<file path="src/nrdsc_map.svh">
// Constants for the ring DMA run and suspend control
`ifndef NRDSC_MAP_SVH
`define NRDSC_MAP_SVH
`define NRDSC_NRINGS 5
`define NRDSC_NTX 4
`define NRDSC_RX_RING 3'h4
`define NRDSC_BASE_W 32
`define NRDSC_LEN_W 16
`define NRDSC_ALIGN_BITS 4
`define NRDSC_ENTRY_BYTES 16'h0010
`define NRDSC_LEN_MAX 16'hffff
`define NRDSC_MISS_W 16
`define NRDSC_ADDR_W 48
`endif

</file>
<file path="src/nrdsc_pkg.sv">
// Types for the ring DMA run and suspend control
`default_nettype none
`include "nrdsc_map.svh"
package nrdsc_pkg;
  // Software command bits
  typedef struct packed {
    logic run;
    logic rx_quick_halt_cmd;
    logic rx_drain_halt_cmd;
    logic tx_quick_halt_cmd;
    logic tx_drain_halt_cmd;
  } nrdsc_cmd_t;
  // Status bits shown to software
  typedef struct packed {
    logic rx_suspended;
    logic tx_suspended;
    logic halt_done_irq_flag;
  } nrdsc_stat_t;
  // Per direction state
  typedef enum logic [1:0] {
    NRDSC_OFF,
    NRDSC_RUN,
    NRDSC_DRAIN,
    NRDSC_HALTED
  } nrdsc_dir_t;
  // Descriptor engine state
  typedef enum logic [2:0] {
    NRDSC_IDLE,
    NRDSC_FETCH,
    NRDSC_COPY,
    NRDSC_RELEASE
  } nrdsc_dma_t;
endpackage : nrdsc_pkg
`default_nettype wire

</file>
<file path="src/nrdsc_ctrl.sv">
// Run, suspend and descriptor ring control for the network DMA engine
//
// Contract
// Software loads station address before frames
// Software sets memory base before accesses
// Underflow never stops transmitter; no reinit
// After reset no DMA; only pause frames
// Run starts polling; clear halts abruptly (code polls a ring only after a demand for it)
// Quick receive halt after current frame
// Drain receive halt after FIFO empties
// Suspended receiver: no DMA, still counts misses
// Quick transmit halt after current frame
// Drain transmit halt after FIFO empties
// Suspended transmitter sends only flow control
// Software never sets both halts together
// Transmit and receive suspend independent
// Software waits on interrupt, paces polls
// Run clear pulse clears suspend state
// Restart with halt bits in same write
// Five rings, own base and length
// One buffer per descriptor, chaining allowed
// Receive buffer length rule for software
// Sixteen byte aligned bases, four-word entries
// Ownership bit one means controller owns
// Software reads in order, stops owned
// Transmit demand polls ring, clears ownership
// Receive demand polls ring unless owning
// Halt flag sticky, gated by enable
`default_nettype none
`include "nrdsc_map.svh"
module nrdsc_ctrl (
  // Clock, reset, enable
  input wire logic CLK_I,
  input wire logic RST_I,
  input wire logic CE_I,
  // Software command writes (one-cycle strobes; HALT_IRQ_EN_I is a level)
  input wire logic CMD_WR_I,
  input wire nrdsc_pkg::nrdsc_cmd_t CMD_SET_I,
  input wire nrdsc_pkg::nrdsc_cmd_t CMD_CLR_I,
  input wire logic [`NRDSC_NTX-1:0] TX_RING_DEMAND_I,
  input wire logic RX_RING0_DEMAND_I,
  input wire logic HALT_IRQ_CLR_I,
  input wire logic HALT_IRQ_EN_I,
  // Ring setup
  input wire logic [`NRDSC_NRINGS*`NRDSC_BASE_W-1:0] RING_BASE_I,
  input wire logic [`NRDSC_NRINGS*`NRDSC_LEN_W-1:0] RING_LEN_I,
  input wire logic [`NRDSC_ADDR_W-1:0] STATION_ADDR_I,
  // MAC and FIFO status
  input wire logic MAC_RX_BUSY_I,
  input wire logic MAC_TX_BUSY_I,
  input wire logic RX_FIFO_EMPTY_I,
  input wire logic TX_FIFO_EMPTY_I,
  input wire logic TX_UNDERFLOW_I,
  input wire logic RX_ADDR_MATCH_I,
  input wire logic PAUSE_REQ_I,
  // Descriptor memory port
  output logic DESC_REQ_O,
  output logic DESC_WR_O,
  output logic [`NRDSC_BASE_W-1:0] DESC_ADDR_O,
  input wire logic DESC_ACK_I,
  input wire logic DESC_OWN_I,
  input wire logic DESC_LAST_I,
  input wire logic COPY_DONE_I,
  // Status and gates
  output nrdsc_pkg::nrdsc_cmd_t CMD_O,
  output nrdsc_pkg::nrdsc_stat_t STAT_O,
  output logic [2:0] DMA_RING_O,
  output logic RX_STORE_EN_O,
  output logic TX_FRAME_EN_O,
  output logic TX_PAUSE_ONLY_O,
  output logic [`NRDSC_MISS_W-1:0] MISSED_FRAME_COUNTER_O,
  output logic IRQ_O
);
  import nrdsc_pkg::*;

  // ----------------------------------------
  // Command register
  // ----------------------------------------
  nrdsc_cmd_t cmd_r, cmd_nxt;
  logic run_clr_pulse;
  nrdsc_dir_t rx_st_r, rx_st_nxt, tx_st_r, tx_st_nxt;
  nrdsc_dma_t dma_r, dma_nxt;
  logic halt_flag_r, halt_flag_nxt;
  logic [`NRDSC_MISS_W-1:0] miss_r, miss_nxt;
  logic [`NRDSC_NRINGS-1:0] pend_r, pend_nxt;
  logic [`NRDSC_NRINGS-1:0] owned_r, owned_nxt;
  logic [2:0] ring_r, ring_nxt;
  logic [`NRDSC_LEN_W-1:0] idx_r [`NRDSC_NRINGS];
  logic [`NRDSC_BASE_W-1:0] addr_r, addr_nxt;
  logic desc_last_r;

  // A write that clears run while run is set produces the clear pulse, in the same cycle as the write
  wire run_clearing = CMD_WR_I && CMD_CLR_I.run && cmd_r.run;
  assign run_clr_pulse = run_clearing;

  // Next command value; run clear wipes suspend bits
  always_comb begin
    cmd_nxt = cmd_r;
    if (CMD_WR_I) begin
      cmd_nxt = (cmd_r | CMD_SET_I) & ~CMD_CLR_I;
    end
    if (run_clr_pulse) begin
      cmd_nxt = '0;
    end
  end

  // ----------------------------------------
  // Per direction suspend machines
  // ----------------------------------------
  wire rx_halt_req = cmd_r.rx_quick_halt_cmd | cmd_r.rx_drain_halt_cmd;
  wire tx_halt_req = cmd_r.tx_quick_halt_cmd | cmd_r.tx_drain_halt_cmd;
  // Quick halt waits only for MAC, drain also for FIFO
  wire rx_done = !MAC_RX_BUSY_I && (cmd_r.rx_quick_halt_cmd || (RX_FIFO_EMPTY_I && !owned_r[`NRDSC_RX_RING]));
  wire tx_done = !MAC_TX_BUSY_I && (cmd_r.tx_quick_halt_cmd || TX_FIFO_EMPTY_I);

  // Receive direction, independent of transmit
  always_comb begin
    rx_st_nxt = rx_st_r;
    case (rx_st_r)
      NRDSC_OFF: if (cmd_r.run) rx_st_nxt = rx_halt_req ? NRDSC_DRAIN : NRDSC_RUN;
      NRDSC_RUN: if (rx_halt_req) rx_st_nxt = NRDSC_DRAIN;
      NRDSC_DRAIN: if (rx_done) rx_st_nxt = NRDSC_HALTED;
      NRDSC_HALTED: if (!rx_halt_req) rx_st_nxt = NRDSC_RUN;
      default: rx_st_nxt = NRDSC_OFF;
    endcase
    if (!cmd_r.run || run_clr_pulse) rx_st_nxt = NRDSC_OFF;
  end

  // Transmit direction; underflow has no effect here
  always_comb begin
    tx_st_nxt = tx_st_r;
    case (tx_st_r)
      NRDSC_OFF: if (cmd_r.run) tx_st_nxt = tx_halt_req ? NRDSC_DRAIN : NRDSC_RUN;
      NRDSC_RUN: if (tx_halt_req) tx_st_nxt = NRDSC_DRAIN;
      NRDSC_DRAIN: if (tx_done) tx_st_nxt = NRDSC_HALTED;
      NRDSC_HALTED: if (!tx_halt_req) tx_st_nxt = NRDSC_RUN;
      default: tx_st_nxt = NRDSC_OFF;
    endcase
    if (!cmd_r.run || run_clr_pulse) tx_st_nxt = NRDSC_OFF;
  end

  // Entering halted state raises the sticky flag
  wire halt_event = (rx_st_r == NRDSC_DRAIN && rx_st_nxt == NRDSC_HALTED) ||
                    (tx_st_r == NRDSC_DRAIN && tx_st_nxt == NRDSC_HALTED);
  always_comb begin
    halt_flag_nxt = halt_flag_r;
    if (HALT_IRQ_CLR_I) halt_flag_nxt = 1'b0;
    if (halt_event) halt_flag_nxt = 1'b1; // set wins
    if (run_clr_pulse) halt_flag_nxt = 1'b0;
  end

  // ----------------------------------------
  // Gates toward the MAC
  // ----------------------------------------
  wire rx_active = (rx_st_r == NRDSC_RUN) || (rx_st_r == NRDSC_DRAIN && cmd_r.rx_drain_halt_cmd);
  wire tx_active = (tx_st_r == NRDSC_RUN);
  wire rx_dma_ok = rx_active;
  wire tx_dma_ok = tx_active;
  wire rx_store_ok = (rx_st_r == NRDSC_RUN);
  wire tx_frame_ok = (tx_st_r == NRDSC_RUN) || (tx_st_r == NRDSC_DRAIN && !tx_done);

  // Missed frames counted whenever not storing
  always_comb begin
    miss_nxt = miss_r;
    if (RX_ADDR_MATCH_I && !rx_store_ok) miss_nxt = miss_r + `NRDSC_MISS_W'(1);
  end

  // ----------------------------------------
  // Descriptor engine
  // ----------------------------------------
  wire [`NRDSC_NRINGS-1:0] demand = {RX_RING0_DEMAND_I, TX_RING_DEMAND_I};
  wire [`NRDSC_NRINGS-1:0] ring_ok = {rx_dma_ok, {`NRDSC_NTX{tx_dma_ok}}};
  wire [`NRDSC_NRINGS-1:0] elig = pend_r & ~owned_r & ring_ok;
  logic [2:0] pick;
  logic pick_v;

  // Lowest numbered eligible ring is served first
  always_comb begin
    pick = 3'h0;
    pick_v = 1'b0;
    for (int i = `NRDSC_NRINGS - 1; i >= 0; i--) begin
      if (elig[i]) begin
        pick = 3'(i);
        pick_v = 1'b1;
      end
    end
  end

  wire [`NRDSC_BASE_W-1:0] cur_base = RING_BASE_I[ring_r*`NRDSC_BASE_W +: `NRDSC_BASE_W];
  wire [`NRDSC_LEN_W-1:0] cur_len = RING_LEN_I[ring_r*`NRDSC_LEN_W +: `NRDSC_LEN_W];
  wire [`NRDSC_LEN_W-1:0] cur_idx = idx_r[ring_r];
  // Entry address: aligned base plus sixteen bytes per entry
  wire [`NRDSC_BASE_W-1:0] entry_addr = {cur_base[`NRDSC_BASE_W-1:`NRDSC_ALIGN_BITS], {`NRDSC_ALIGN_BITS{1'b0}}} +
                                       (`NRDSC_BASE_W'(cur_idx) << `NRDSC_ALIGN_BITS);
  wire [`NRDSC_LEN_W-1:0] idx_inc = (cur_idx + `NRDSC_LEN_W'(1) >= cur_len) ? '0 : cur_idx + `NRDSC_LEN_W'(1);
  wire abort = !ring_ok[ring_r];

  // Engine sequence: fetch, copy one buffer, release ownership
  always_comb begin
    dma_nxt = dma_r;
    ring_nxt = ring_r;
    addr_nxt = addr_r;
    owned_nxt = owned_r;
    pend_nxt = pend_r | demand;
    case (dma_r)
      NRDSC_IDLE: if (pick_v) begin
        ring_nxt = pick;
        dma_nxt = NRDSC_FETCH;
      end
      NRDSC_FETCH: if (abort) begin
        dma_nxt = NRDSC_IDLE;
      end else if (DESC_ACK_I) begin
        addr_nxt = entry_addr;
        if (DESC_OWN_I) begin
          owned_nxt[ring_r] = 1'b1;
          dma_nxt = NRDSC_COPY;
        end else begin
          pend_nxt[ring_r] = demand[ring_r]; // wait for demand
          dma_nxt = NRDSC_IDLE;
        end
      end
      NRDSC_COPY: if (abort) begin
        dma_nxt = NRDSC_IDLE;
      end else if (COPY_DONE_I) begin
        dma_nxt = NRDSC_RELEASE;
      end
      NRDSC_RELEASE: if (abort) begin
        dma_nxt = NRDSC_IDLE;
      end else if (DESC_ACK_I) begin
        owned_nxt[ring_r] = 1'b0;
        dma_nxt = NRDSC_FETCH; // Poll next entry
      end
      default: dma_nxt = NRDSC_IDLE;
    endcase
    if (!cmd_r.run || run_clr_pulse) begin
      dma_nxt = NRDSC_IDLE;
      owned_nxt = '0;
      pend_nxt = cmd_nxt.run ? demand : '0; // Demand written with run is kept
    end
  end

  // ----------------------------------------
  // State registers
  // ----------------------------------------
  always_ff @(posedge CLK_I) begin
    if (RST_I) begin
      cmd_r <= '0;
      rx_st_r <= NRDSC_OFF;
      tx_st_r <= NRDSC_OFF;
      halt_flag_r <= 1'b0;
      miss_r <= '0;
      dma_r <= NRDSC_IDLE;
      ring_r <= 3'h0;
      addr_r <= '0;
      owned_r <= '0;
      pend_r <= '0;
      desc_last_r <= 1'b0;
    end else if (CE_I) begin
      cmd_r <= cmd_nxt;
      rx_st_r <= rx_st_nxt;
      tx_st_r <= tx_st_nxt;
      halt_flag_r <= halt_flag_nxt;
      miss_r <= miss_nxt;
      dma_r <= dma_nxt;
      ring_r <= ring_nxt;
      addr_r <= addr_nxt;
      owned_r <= owned_nxt;
      pend_r <= pend_nxt;
      desc_last_r <= DESC_LAST_I;
    end
  end

  // Ring position per ring, advanced on release
  for (genvar g = 0; g < `NRDSC_NRINGS; g++) begin : g_idx
    always_ff @(posedge CLK_I) begin
      if (RST_I) begin
        idx_r[g] <= '0;
      end else if (CE_I) begin
        if (dma_r == NRDSC_RELEASE && DESC_ACK_I && !abort && ring_r == 3'(g)) begin
          idx_r[g] <= idx_inc;
        end
      end
    end
  end

  // ----------------------------------------
  // Outputs
  // ----------------------------------------
  assign DESC_REQ_O = (dma_r == NRDSC_FETCH || dma_r == NRDSC_RELEASE) && !abort;
  assign DESC_WR_O = (dma_r == NRDSC_RELEASE);
  assign DESC_ADDR_O = (dma_r == NRDSC_RELEASE) ? addr_r : entry_addr;
  assign CMD_O = cmd_r;
  assign STAT_O = '{rx_suspended: rx_st_r == NRDSC_HALTED,
                    tx_suspended: tx_st_r == NRDSC_HALTED,
                    halt_done_irq_flag: halt_flag_r};
  assign DMA_RING_O = ring_r;
  assign RX_STORE_EN_O = rx_store_ok;
  assign TX_FRAME_EN_O = tx_frame_ok;
  assign TX_PAUSE_ONLY_O = !tx_frame_ok;
  assign MISSED_FRAME_COUNTER_O = miss_r;
  assign IRQ_O = halt_flag_r && HALT_IRQ_EN_I;

endmodule : nrdsc_ctrl
`default_nettype wire

</file>
<file path="config.mk">
export PLATFORM = sky130hd
export DESIGN_NAME = nrdsc_ctrl
export DESIGN_NICKNAME = d
export VERILOG_FILES = /design/src/nrdsc_pkg.sv /design/src/nrdsc_ctrl.sv
export VERILOG_INCLUDE_DIRS = /design/src /design/src/src
export SDC_FILE = /design/constraint.sdc
export NUM_CORES = 1
export LEC_CHECK = 0
export ABC_AREA = 1
export BUFFER_PORTS_ARGS = -buffer_cell sky130_fd_sc_hd__buf_2
export CORE_AREA = 2 2 152 154
export CTS_BUF_LIST = sky130_fd_sc_hd__clkbuf_8
export CTS_CLUSTER_DIAMETER = 80
export DETAILED_ROUTE_END_ITERATION = 16
export DIE_AREA = 0 0 154 156
export GPL_ROUTABILITY_DRIVEN = 0
export MAX_ROUTING_LAYER = met4
export PLACE_DENSITY = 0.79
export SLEW_MARGIN = 5
export SYNTH_ARGS = -nofsm -noshare
export SYNTH_HDL_FRONTEND = slang
export SYNTH_SLANG_ARGS = --single-unit
</file>
<file path="constraint.sdc">
create_clock -name CLK_I -period 4.9 [get_ports CLK_I]
set_input_delay 0.49 -clock CLK_I [delete_from_list [all_inputs] [get_ports CLK_I]]
set_output_delay 0.49 -clock CLK_I [all_outputs]
set_load 0.05 [all_outputs]
</file>
---- Word-level counts from Yosys, hierarchy flattened ----
Memories as Yosys holds them, arrays and structs flattened. A register that Yosys moved wholly into a read port is not among the register bits.
Index checks and enable logic that the tools add are counted.
word-level totals
  flip-flop bits (word level) ............. 74
  bits in writable memories ............... 80
  input bits .............................. 320
  output and inout port bits .............. 65
  logic and storage cells ................. 202
  memories ................................ 1
memory list
  name   words  bits a word  read ports  clocked after Yosys merged registers in  wr ports  line              text
  idx_r  5      16           1           1                                        5         nrdsc_ctrl.sv:88  logic [`NRDSC_LEN_W-1:0] idx_r [`NRDSC_NRINGS];
cells by class
  $add $sub $neg .......................... 3
  $lt $le $gt $ge ......................... 3
  equal/unequal tests ..................... 24
  shifts and indexed selects .............. 2
  multiplexer cells ....................... 90
  bitwise logic cells ..................... 17
  reductions and logical operators ........ 48
operator list
  kind                                                  count
  indexed part select 160 x 9 -> 32 bit                 1
  two-way mux 16 bit                                    6
  indexed part select 80 x 8 -> 16 bit                  1
  two-way mux 5 bit                                     14
  two-way mux 3 bit                                     15
  two-way mux 1 bit                                     33
  adder 16 x 1 -> 16 bit (second input constant)        2
  adder 32 x 20 -> 32 bit                               1
  two-way mux 32 bit                                    1
  two-way mux 2 bit                                     13
  AND 5 bit                                             4
  logical AND 1 bit                                     20
  >= comparator 16 bit                                  1
  case mux 2 bit (4 select lines)                       2
  inverter 5 bit                                        3
  OR 5 bit                                              3
  equality test 2 bit (second input constant)           6
  equality test 3 x 2 -> 1 bit (second input constant)  4
  inequality test 3 bit (second input constant)         4
  inequality test 4 bit (second input constant)         3
  case mux 3 bit (4 select lines)                       1
  case mux 5 bit (2 select lines)                       1
  logical NOT 1 bit                                     7
  logical OR 1 bit                                      7
  other kinds (19)                                      34

---- Logic depth before layout (Yosys ltp) ----
Gate-level depths: netlist of the first run.
  depth in word-level cells ............... 12
  mapped depth ............................ 28
  mapped depth without buffers ............ 25

---- Worst setup path after synthesis of the first run ----
OpenSTA, ideal clock, no wires.
  path kind ............................... register to output
  start ................................... register ring_r[1] (netlist: DMA_RING_O[1])
  end ..................................... output DESC_ADDR_O[24]
  arrival time ............................ 4225 ps
  required time ........................... 4410 ps
  setup slack ............................. 185 ps
  stages on the path, launching flop included .. 23
  path buffers ............................ 3
  cells stage by stage .................... dfxtp_1 -> buf_4 -> inv_1 -> buf_2 -> nand2_1 -> inv_1 -> clkbuf_1 -> nand2_1 -> nand4_1 -> a22o_1 -> ha_1 -> fa_1 -> nand2_1 -> nand3_1 -> nand3_1 -> nand2_1 -> nand2_1 -> nand2_1 -> nand2_1 -> nand2_1 -> nand2_1 -> xor2_1 -> o21ai_0
on the way
  word-level cells in the longest chain between the ends .. 3
ends and longest elaborated chain
  what                                   line               text
  start, declared                        nrdsc_ctrl.sv:87   logic [2:0] ring_r, ring_nxt;
  start signal, assigned                 nrdsc_ctrl.sv:265  ring_r <= ring_nxt;
  indexed part select 160 x 9 -> 32 bit  nrdsc_ctrl.sv:189  wire [`NRDSC_BASE_W-1:0] cur_base = RING_BASE_I[ring_r*`NRDSC_BASE_W +: `NRDSC_BASE_W];
  adder 32 x 20 -> 32 bit                nrdsc_ctrl.sv:193  wire [`NRDSC_BASE_W-1:0] entry_addr = {cur_base[`NRDSC_BASE_W-1:`NRDSC_ALIGN_BITS], {`NRDSC_ALIGN_BITS{1'b0}}} ...
  two-way mux 32 bit                     nrdsc_ctrl.sv:291  assign DESC_ADDR_O = (dma_r == NRDSC_RELEASE) ? addr_r : entry_addr;
  end, declared                          nrdsc_ctrl.sv:59   output logic [`NRDSC_BASE_W-1:0] DESC_ADDR_O,
Every way passes these cells.

---- Worst setup path in the final report of the first run ----
  start ................................... register ring_r[0] (netlist: DMA_RING_O[0])
  end ..................................... output DESC_ADDR_O[18]
Same word-level chain as after synthesis.

==> results of run 1 <==
[registers in the layout (all words and copies together), names as in the netlist, named ones only]
signal / flops
tx_st_r: 2
DMA_RING_O: 3
MISSED_FRAME_COUNTER_O: 16
rx_st_r: 2
pend_r: 5
halt_flag_r: 1
addr_r: 28
dma_r: 2
owned_r: 5
idx_r: 80
CMD_O: 5
[placed cells by master, fill, tap and decap left out, drive strengths merged, types with 9 or more instances in the layout]
cell type / count
a21oi: 80
a22o: 17
a22oi: 16
a31oi: 9
buf: 337
clkbuf: 17
dfxtp: 72
edfxtp: 80
ha: 34
inv: 161
nand2: 534
nand3: 69
nand4: 53
nor2: 239
nor3: 9
o211ai: 13
o21ai: 140
or2: 9
xor2: 15
[layer usage]
metal	part of all wire	vias to the layer above	GRT usage
met4	0.043	0	0.141
met3	0.087	88	0.0578
met5	0	-	-
met1	0.39	5603	0.352
li1	-	6035	-
met2	0.48	616	0.537
[synthesized netlist by cell type, types with 7 or more instances]
cell type  number  area share
nand2_1       524        0.18
buf_4           9      0.0061
o211ai_1       12      0.0081
edfxtp_1       80        0.22
inv_1         144       0.049
nand2_2         7      0.0040
a22o_1         17       0.013
nor3_1          8      0.0036
o21ai_0       118       0.053
dfxtp_1        72        0.13
nand3_1        63       0.028
a21oi_1        80       0.036
nor2_1        231       0.078
ha_1           34       0.038
buf_2          24       0.011
clkbuf_1       37       0.013
nand4_1        53       0.030
o21ai_1        15      0.0068
a31oi_1         9      0.0051
or2_2           8      0.0045
inv_2           8      0.0027
a22oi_1        16       0.011
xor2_1         15       0.012
[power groups by stage]
stage	Sequential [mW]	Combinational (mW)	Clock, mW
global placement	1.41	1.41	0
detailed placement	1.42	1.43	0
floorplan	1.43	0.975	0
finish	1.39	1.46	1.07
global route	1.39	1.58	1.13
CTS	1.39	1.44	1.07
[cell families after synthesis]
logic type	count (synthesis)	synth area share
flops	152	0.347
buf+inv	231	0.0866
fa+ha+maj	35	0.0402
xor+xnor	21	0.0166
simple gates	928	0.356
compound gates	293	0.153
other cells	1	0.000339
[worst max-delay path, stage by stage, from the launching register on]
cell and delay [ns]:
dfxtp_1 0.35, buf_4 0.32, nor2_2 0.10, buf_4 0.26, nand2_1 0.10, nand4_1 0.11
a22o_1 0.26, ha_1 0.23, fa_1 0.40, nand2_1 0.09, nand3_1 0.09, nand3_1 0.08
nand2_1 0.14, nand2_1 0.11, nand2_1 0.08, xnor2_1 0.16, o21ai_0 0.44, buf_2 0.37
[layout make-up]
type	count	area [µm²]
fill	2100	9070
multi-input combinational	1281	6290
sequential	152	3840
timing repair buffer	337	1770
inverter	156	594
tap	285	357
clock buffer	17	234
clock inverter	15	205
antenna	1	2.50
[repair_timing]
item	4_1_cts	5_1_grt
hold buffers	0	0
setup buffers	0	2
endpoints found under the setup margin	0	1
gates resized for setup	0	1
[how the worst max path moves through the flow]
stage             startpoint               to  slack (ns)  cells after the start
5_1_grt        DMA_RING_O[0]  DESC_ADDR_O[24]       0.003                     21
6_report       DMA_RING_O[0]  DESC_ADDR_O[18]        0.24                     17
3_5_place_dp        register      idx_r[0][9]        0.82                     25
2_1_floorplan  DMA_RING_O[1]  DESC_ADDR_O[24]        0.19                     22
3_3_place_gp   DMA_RING_O[0]  DESC_ADDR_O[18]        0.88                     17
4_1_cts        DMA_RING_O[0]  DESC_ADDR_O[18]        0.31                     17
[through the flow]
step | instance area [µm²] | std cells | setup WS [ns]
2_1_floorplan | 11100 | 1664 | 0.185
3_3_place_gp | 12800 | 2209 | 0.878
3_5_place_dp | 12800 | 2209 | 0.822
4_1_cts | 13300 | 2241 | 0.310
5_1_grt | 13300 | 2244 | 0.00278
6_report | 13300 | 2244 | 0.241
==> results.toml, run 1 <==
[cts]
htreeDepth = 4
clk_path_buf_depth = 2
cts_tree = "done"
path_clk_slew_ns = 0.09
clk_latency_ns = 0.46
numCtsBuffers = 17
clock-sinks = 152
cts-root-buf = "clkbuf_8"

[global_routing]
grt_pass1_vias = 11300
grt_overflow = 0
antenna_found_initial = 1
grt_max_degree = 51
grt.total_usage = 0.311
grt_pass1_wl_mm = 57.0

[critical_path]
crit_required_ns = 4.41
arrival_ns = 4.17
r2r_slack_ns = 0.71
r2r_end = "idx_r[3][9]"
reg2reg_depth = 25
worstSetupStartpointType = "register"
path_max_fanout = 24
path_class = "reg -> out"
endpoint_kind = "primary output"

[timing]
min_period_ns = 4.66
tns_ns = 0
skew_ns = 0.0159
whs_ns = 0.302
timing.final.hold_violations = 0
clock.fmax_ghz = 0.215
tightest_slew_ns = 1.04
rsz0062_at_grt = "false"
setup_viol = 0
slew_violations = 0
slew_headroom = 0.304
timing.final.crit_share = 0.951

[logic_synthesis]
netlist-cell-type-count = 52
mappedNetlistArea_um2 = 11100
ys.flop_type = "edfxtp_1"
avgSynthCellArea_um2 = 6.67
ys.warnings.count = 0
syn_inst = 1661
seq_area_frac_synth = 0.347
ys_ff_latch = 152
async_flop_share = 0
synth_edf_count = 80

[drt]
routed_wl_mm = 37.2
drt_iter0_markers = 1275
via_per_inst = 5.50
drc_errors = 0
drtAntennaViolNets = 0
wl_per_cell_um = 16.6
vias = 12300
dr.pass1.iters = 6

[die]
num_rows = 55
initial_core_util = 0.495
die_w_um = 154
pin_count = 385
die-area_um2 = 24000
core_area_um2 = 22400
die_y_um = 156

[place]
port_buffers = 309
place_hpwl_mm = 28.4

[power_and_ir_drop]
p_seq_frac = 0.355
pwr-share-comb = 0.373
power_density_nw_per_um2 = 294
switching_share = 0.409
switching_power_mw = 1.60
clock_power_share = 0.273
p_int_mw = 2.31
ir_drop_uv = 186
p_total_mw = 3.91
power.leakage_nw = 6.33

[finish]
layout-drive-gt1-share = 0.215
area_growth_syn_to_layout_pct = 20.1
nNetsFinal = 2300
postLayoutCoreUtil = 0.594

[hold_path]
hold_depth = 3
hold_path_end = "CMD_O[2]"
hp-start = "CMD_SET_I[2]"
hold_path.class = "in -> reg"

[flow_run]
cap_violations = 0

[outcome]
outcome = "completed"
(Power assumes the default switching activity.)
==> run 2, diff against run 1 <==
--- a/config.mk
+++ b/config.mk
@@ -16,6 +16,7 @@
 export GPL_ROUTABILITY_DRIVEN = 0
 export MAX_ROUTING_LAYER = met4
 export PLACE_DENSITY = 0.79
+export RECOVER_POWER = 50
 export SLEW_MARGIN = 5
 export SYNTH_ARGS = -nofsm -noshare
 export SYNTH_HDL_FRONTEND = slang
==> results.toml, run 2 (same netlist as run 1, synthesis figures left out) <==
[critical_path]
critPathLaunch = "DMA_RING_O[0]"
path_max_fanout = 24
path_cells = "buf_4 -> nor2_2 -> buf_4 -> nand2_1 -> nand4_1 -> a22o_1 -> ha_1 -> fa_1 -> nand2_1 -> nand3_1 -> nand3_1 -> nand2_1 -> nand2_1 -> nand2_1 -> xnor2_1 -> o21ai_0 -> buf_2"
path_class = "reg -> out"
critical_path.max_stage_delay_ns = 0.43
arrival_ns = 4.12
cp_num_buf_inv = 3
crit_path_frequent_cell = "nand2_1"
endpoint_kind = "primary output"
worstSetupStartpointType = "register"
slowest_stage = "o21ai_0"
crit_required_ns = 4.41
cp_top_family = "buffers and inverters"

[cts]
ctsHoldBuffers = 0
htreeDepth = 4
cts-root-buf = "clkbuf_8"
clk_path_buf_depth = 2
cts_tree = "done"
clock-sinks = 152
numCtsBuffers = 17
clk_latency_ns = 0.46
path_clk_slew_ns = 0.09

[power_and_ir_drop]
ir_drop_uv = 187
power_density_nw_per_um2 = 296
power.leakage_nw = 6.16

[timing]
timing.final.hold_violations = 0
skew_ns = 0.0155
slew_violations = 0
whs_ns = 0.303
rsz0062_at_grt = "false"
slew_headroom = 0.163
setup_viol = 0
timing.final.crit_share = 0.941
tns_ns = 0
min_period_ns = 4.61
clock.fmax_ghz = 0.217
tightest_slew_ns = 1.26

[global_routing]
grt_max_degree = 51
grt.total_usage = 0.311
grt_pass1_vias = 11300
antenna_found_initial = 1
grt_overflow = 0
grt_pass1_wl_mm = 57.0

[place]
place_hpwl_mm = 28.4
port_buffers = 309

[finish]
final_common_cell = "nand2_1"
top_register = "idx_r"
largest_register_ffs = 80
layout-drive-gt1-share = 0.193
nNetsFinal = 2300
fillers = 2127
layout_common_cells = "nand2_1, buf_2, nor2_1"
area_growth_syn_to_layout_pct = 19.2
multi_input_area_um2 = 6250
regArea_um2 = 3840

[flow_run]
cap_violations = 0

[die]
die_y_um = 156
core_area_um2 = 22400
num_rows = 55
initial_core_util = 0.495
die_w_um = 154
pin_count = 385
die-area_um2 = 24000

[drt]
drt_iter0_markers = 1257
drtAntennaViolNets = 0
wl_per_cell_um = 16.6
dr.pass1.iters = 5
drc_errors = 0
routed_wl_mm = 37.2
vias = 12300
via_per_inst = 5.48

[hold_path]
hp-start = "CMD_SET_I[2]"
hold_path.class = "in -> reg"

[outcome]
outcome = "completed"
-- run 2: cell types whose count changed in the layout (fill, tap and decap cells not counted), sizes merged --
cell / delta
clkinvlp: +1
clkbuf: +37
inv: -1
buf: -37
-- run 2: report_power, final --
part / leakage (nW) / switching [mW] / internal (mW)
logic: 4.52 / 1.04 / 0.413
clock network: 0.222 / 0.538 / 0.527
registers: 1.41 / 0.0175 / 1.37
-- run 2: timing repair --
item | in CTS | in global routing
gates resized for setup | 0 | 1
setup buffers | 0 | 2
setup endpoints to repair | 0 | 1
-- run 2: final cells by class --
type / instances / area share
timing repair buffer: 337 / 0.130
antenna: 1 / 0.000190
tap: 285 / 0.0270
multi-input combinational: 1281 / 0.474
clock inverter: 15 / 0.0155
sequential: 152 / 0.291
inverter: 156 / 0.0448
clock buffer: 17 / 0.0177
-- run 2: final timing paths --
check	end	slack, ns	cells past startpoint
min	CMD_O[2]	0.30	3
max reg2reg	idx_r[3][9]	0.69	25
max	DESC_ADDR_O[18]	0.29	17
min reg2reg	addr_r[11]	0.45	2
-- run 2: layer usage --
layer,part of all wire,GRT usage,vias to the layer above
met1,0.39,0.352,5555
met5,0,-,-
met2,0.48,0.537,612
met4,0.043,0.141,0
li1,-,-,6042
met3,0.087,0.0578,85
-- run 2: tightest hold or removal path: cells and delay by family --
kind	cells	cell delay [ns]
compound gates	1	0.07
buf+inv	1	0.09
simple gates	1	0.06
-- run 2: per-stage QoR --
step	instances	total power [mW]	cell area [µm²]	setup WS (ns)	utilization
2_1_floorplan	1664	2.40	11100	0.185	-
3_3_place_gp	2209	2.82	12800	0.878	0.574
3_5_place_dp	2209	2.85	12800	0.822	0.574
4_1_cts	2241	3.90	13300	0.310	0.593
5_1_grt	2244	4.09	13200	0.00148	0.590
6_report	2244	3.91	13200	0.291	0.590
==> run 3, diff against run 2 <==
--- a/config.mk
+++ b/config.mk
@@ -15,8 +15,7 @@
 export DIE_AREA = 0 0 154 156
 export GPL_ROUTABILITY_DRIVEN = 0
 export MAX_ROUTING_LAYER = met4
-export PLACE_DENSITY = 0.79
-export RECOVER_POWER = 50
+export PLACE_DENSITY = 0.82
 export SLEW_MARGIN = 5
 export SYNTH_ARGS = -nofsm -noshare
 export SYNTH_HDL_FRONTEND = slang
==> results.toml, run 3 (same netlist as run 1, synthesis figures left out) <==
[timing]
rsz0062_at_grt = "false"
min_period_ns = 4.67
slew_violations = 0
tightest_slew_ns = 1.07
skew_ns = 0.0258
setup_viol = 0
fin_ws_ns = 0.225
tns_ns = 0
timing.final.hold_violations = 0
clock.fmax_ghz = 0.214
timing.final.crit_share = 0.954
slew_headroom = 0.284

[power_and_ir_drop]
p_seq_frac = 0.372
pwr-share-comb = 0.385
ir_drop_uv = 210
power.leakage_nw = 6.30
switching_power_mw = 1.56
clock_power_share = 0.243
power_density_nw_per_um2 = 283
switching_share = 0.416
p_int_mw = 2.19

[cts]
clk_path_buf_depth = 2
cts-root-buf = "clkbuf_8"
clock-sinks = 152
clk_latency_ns = 0.47
ctsHoldBuffers = 0
htreeDepth = 4
cts_tree = "done"
numCtsBuffers = 17
path_clk_slew_ns = 0.08

[global_routing]
grt.total_usage = 0.296
grt_overflow = 0
grt_max_degree = 51
grt_pass1_vias = 11200
grt_pass1_wl_mm = 55.1
antenna_found_initial = 0

[flow_run]
cap_violations = 0

[drt]
wl_per_cell_um = 16.3
vias = 12600
drt_iter0_markers = 1401
dr.pass1.iters = 8
drtAntennaViolNets = 0
via_per_inst = 5.60
routed_wl_mm = 36.6
drc_errors = 0

[finish]
layout-drive-gt1-share = 0.217
postLayoutCoreUtil = 0.592
nNetsFinal = 2304
diodes = 0
stdcell_count = 2246
top_register = "idx_r"
largest_register_ffs = 80
final_common_cell = "nand2_1"
layout_common_cells = "nand2_1, buf_2, nor2_1"
area_growth_syn_to_layout_pct = 19.7
fillers = 2049

[critical_path]
arrival_ns = 4.18
path_max_fanout = 27
worstSetupStartpointType = "register"
crit_required_ns = 4.41
path_class = "reg -> out"
endpoint_kind = "primary output"

[place]
dpl.cell_count = 2205
dp_slack_ns = 0.618
place_hpwl_mm = 26.7
port_buffers = 309

[die]
initial_core_util = 0.495
num_rows = 55
die_y_um = 156
core_area_um2 = 22400
die-area_um2 = 24000
die_w_um = 154
pin_count = 385

[hold_path]
hold_path.class = "in -> reg"

[outcome]
outcome = "completed"
-- run 3: changes by cell type in the layout (fill, tap and decap cells not counted), sizes merged --
cell,change
clkbuf,-37
clkinvlp,+4
buf,+39
inv,-3
clkinv,+1
diode,-1
bufinv,-2
nor2,+1
-- run 3: per-stage QoR --
stage               instance area, µm²  power (mW)  hold WS, ns
global placement                 12800        2.80        0.437
detailed placement               12800        2.83        0.441
CTS                              13200        3.71        0.294
finish                           13200        3.74        0.307
floorplan                        11100        2.40        0.425
global route                     13200        3.92        0.305
-- run 3: final timing paths --
check / start / endpoint / slack [ns] / depth (start not counted)
max: DMA_RING_O[1] / DESC_ADDR_O[17] / 0.23 / 18
min: RX_RING0_DEMAND_I / pend_r[4] / 0.31 / 3
max reg2reg: register / idx_r[2][9] / 0.69 / 25
min reg2reg: addr_r[11] / addr_r[11] / 0.46 / 2
-- run 3: worst max-delay path: stages, from the launching register on --
cell	delay [ns]
dfxtp_1	0.34
buf_4	0.21
nand2_1	0.22
clkinvlp_4	0.28
buf_12	0.23
nand2_1	0.07
nand4_1	0.09
a22o_1	0.24
ha_1	0.29
nand2_1	0.05
nand2_1	0.09
nand2_1	0.09
o21bai_1	0.26
nand3_1	0.11
nand2_1	0.14
inv_1	0.07
or2_2	0.28
a31oi_1	0.32
buf_2	0.34
-- run 3: power by group through the flow --
stage	clock (mW)	sequential (mW)	combinational [mW]
floorplan	0	1.43	0.975
global placement	0	1.42	1.38
detailed placement	0	1.42	1.41
CTS	0.907	1.39	1.42
global route	0.963	1.39	1.56
finish	0.910	1.39	1.44
-- run 3: per-layer routing --
metal | vias to the layer above | part of all wire | track usage
met5 | - | 0 | -
met4 | 0 | 0.039 | 0.121
met3 | 113 | 0.11 | 0.0614
met2 | 725 | 0.47 | 0.491
met1 | 5698 | 0.39 | 0.352
li1 | 6044 | - | -
-- run 3: area by class of cell --
class / count / area (µm²) / share of cell area
clock inverters: 14 / 125 / 0.00944
inverters: 156 / 598 / 0.0451
repair inverters: 1 / 5.00 / 0.000378
flip-flops and latches: 152 / 3850 / 0.290
well taps: 285 / 357 / 0.0269
repair buffers: 339 / 1790 / 0.135
multi-input cells: 1282 / 6290 / 0.475
clock buffers: 17 / 234 / 0.0177
-- run 3: what timing repair did --
| action | CTS | global route |
|---|---|---|
| setup buffers | 0 | 8 |
| setup endpoints to repair | 0 | 16 |
| endpoints found under the hold margin | 0 | 0 |
| resized for setup | 0 | 8 |
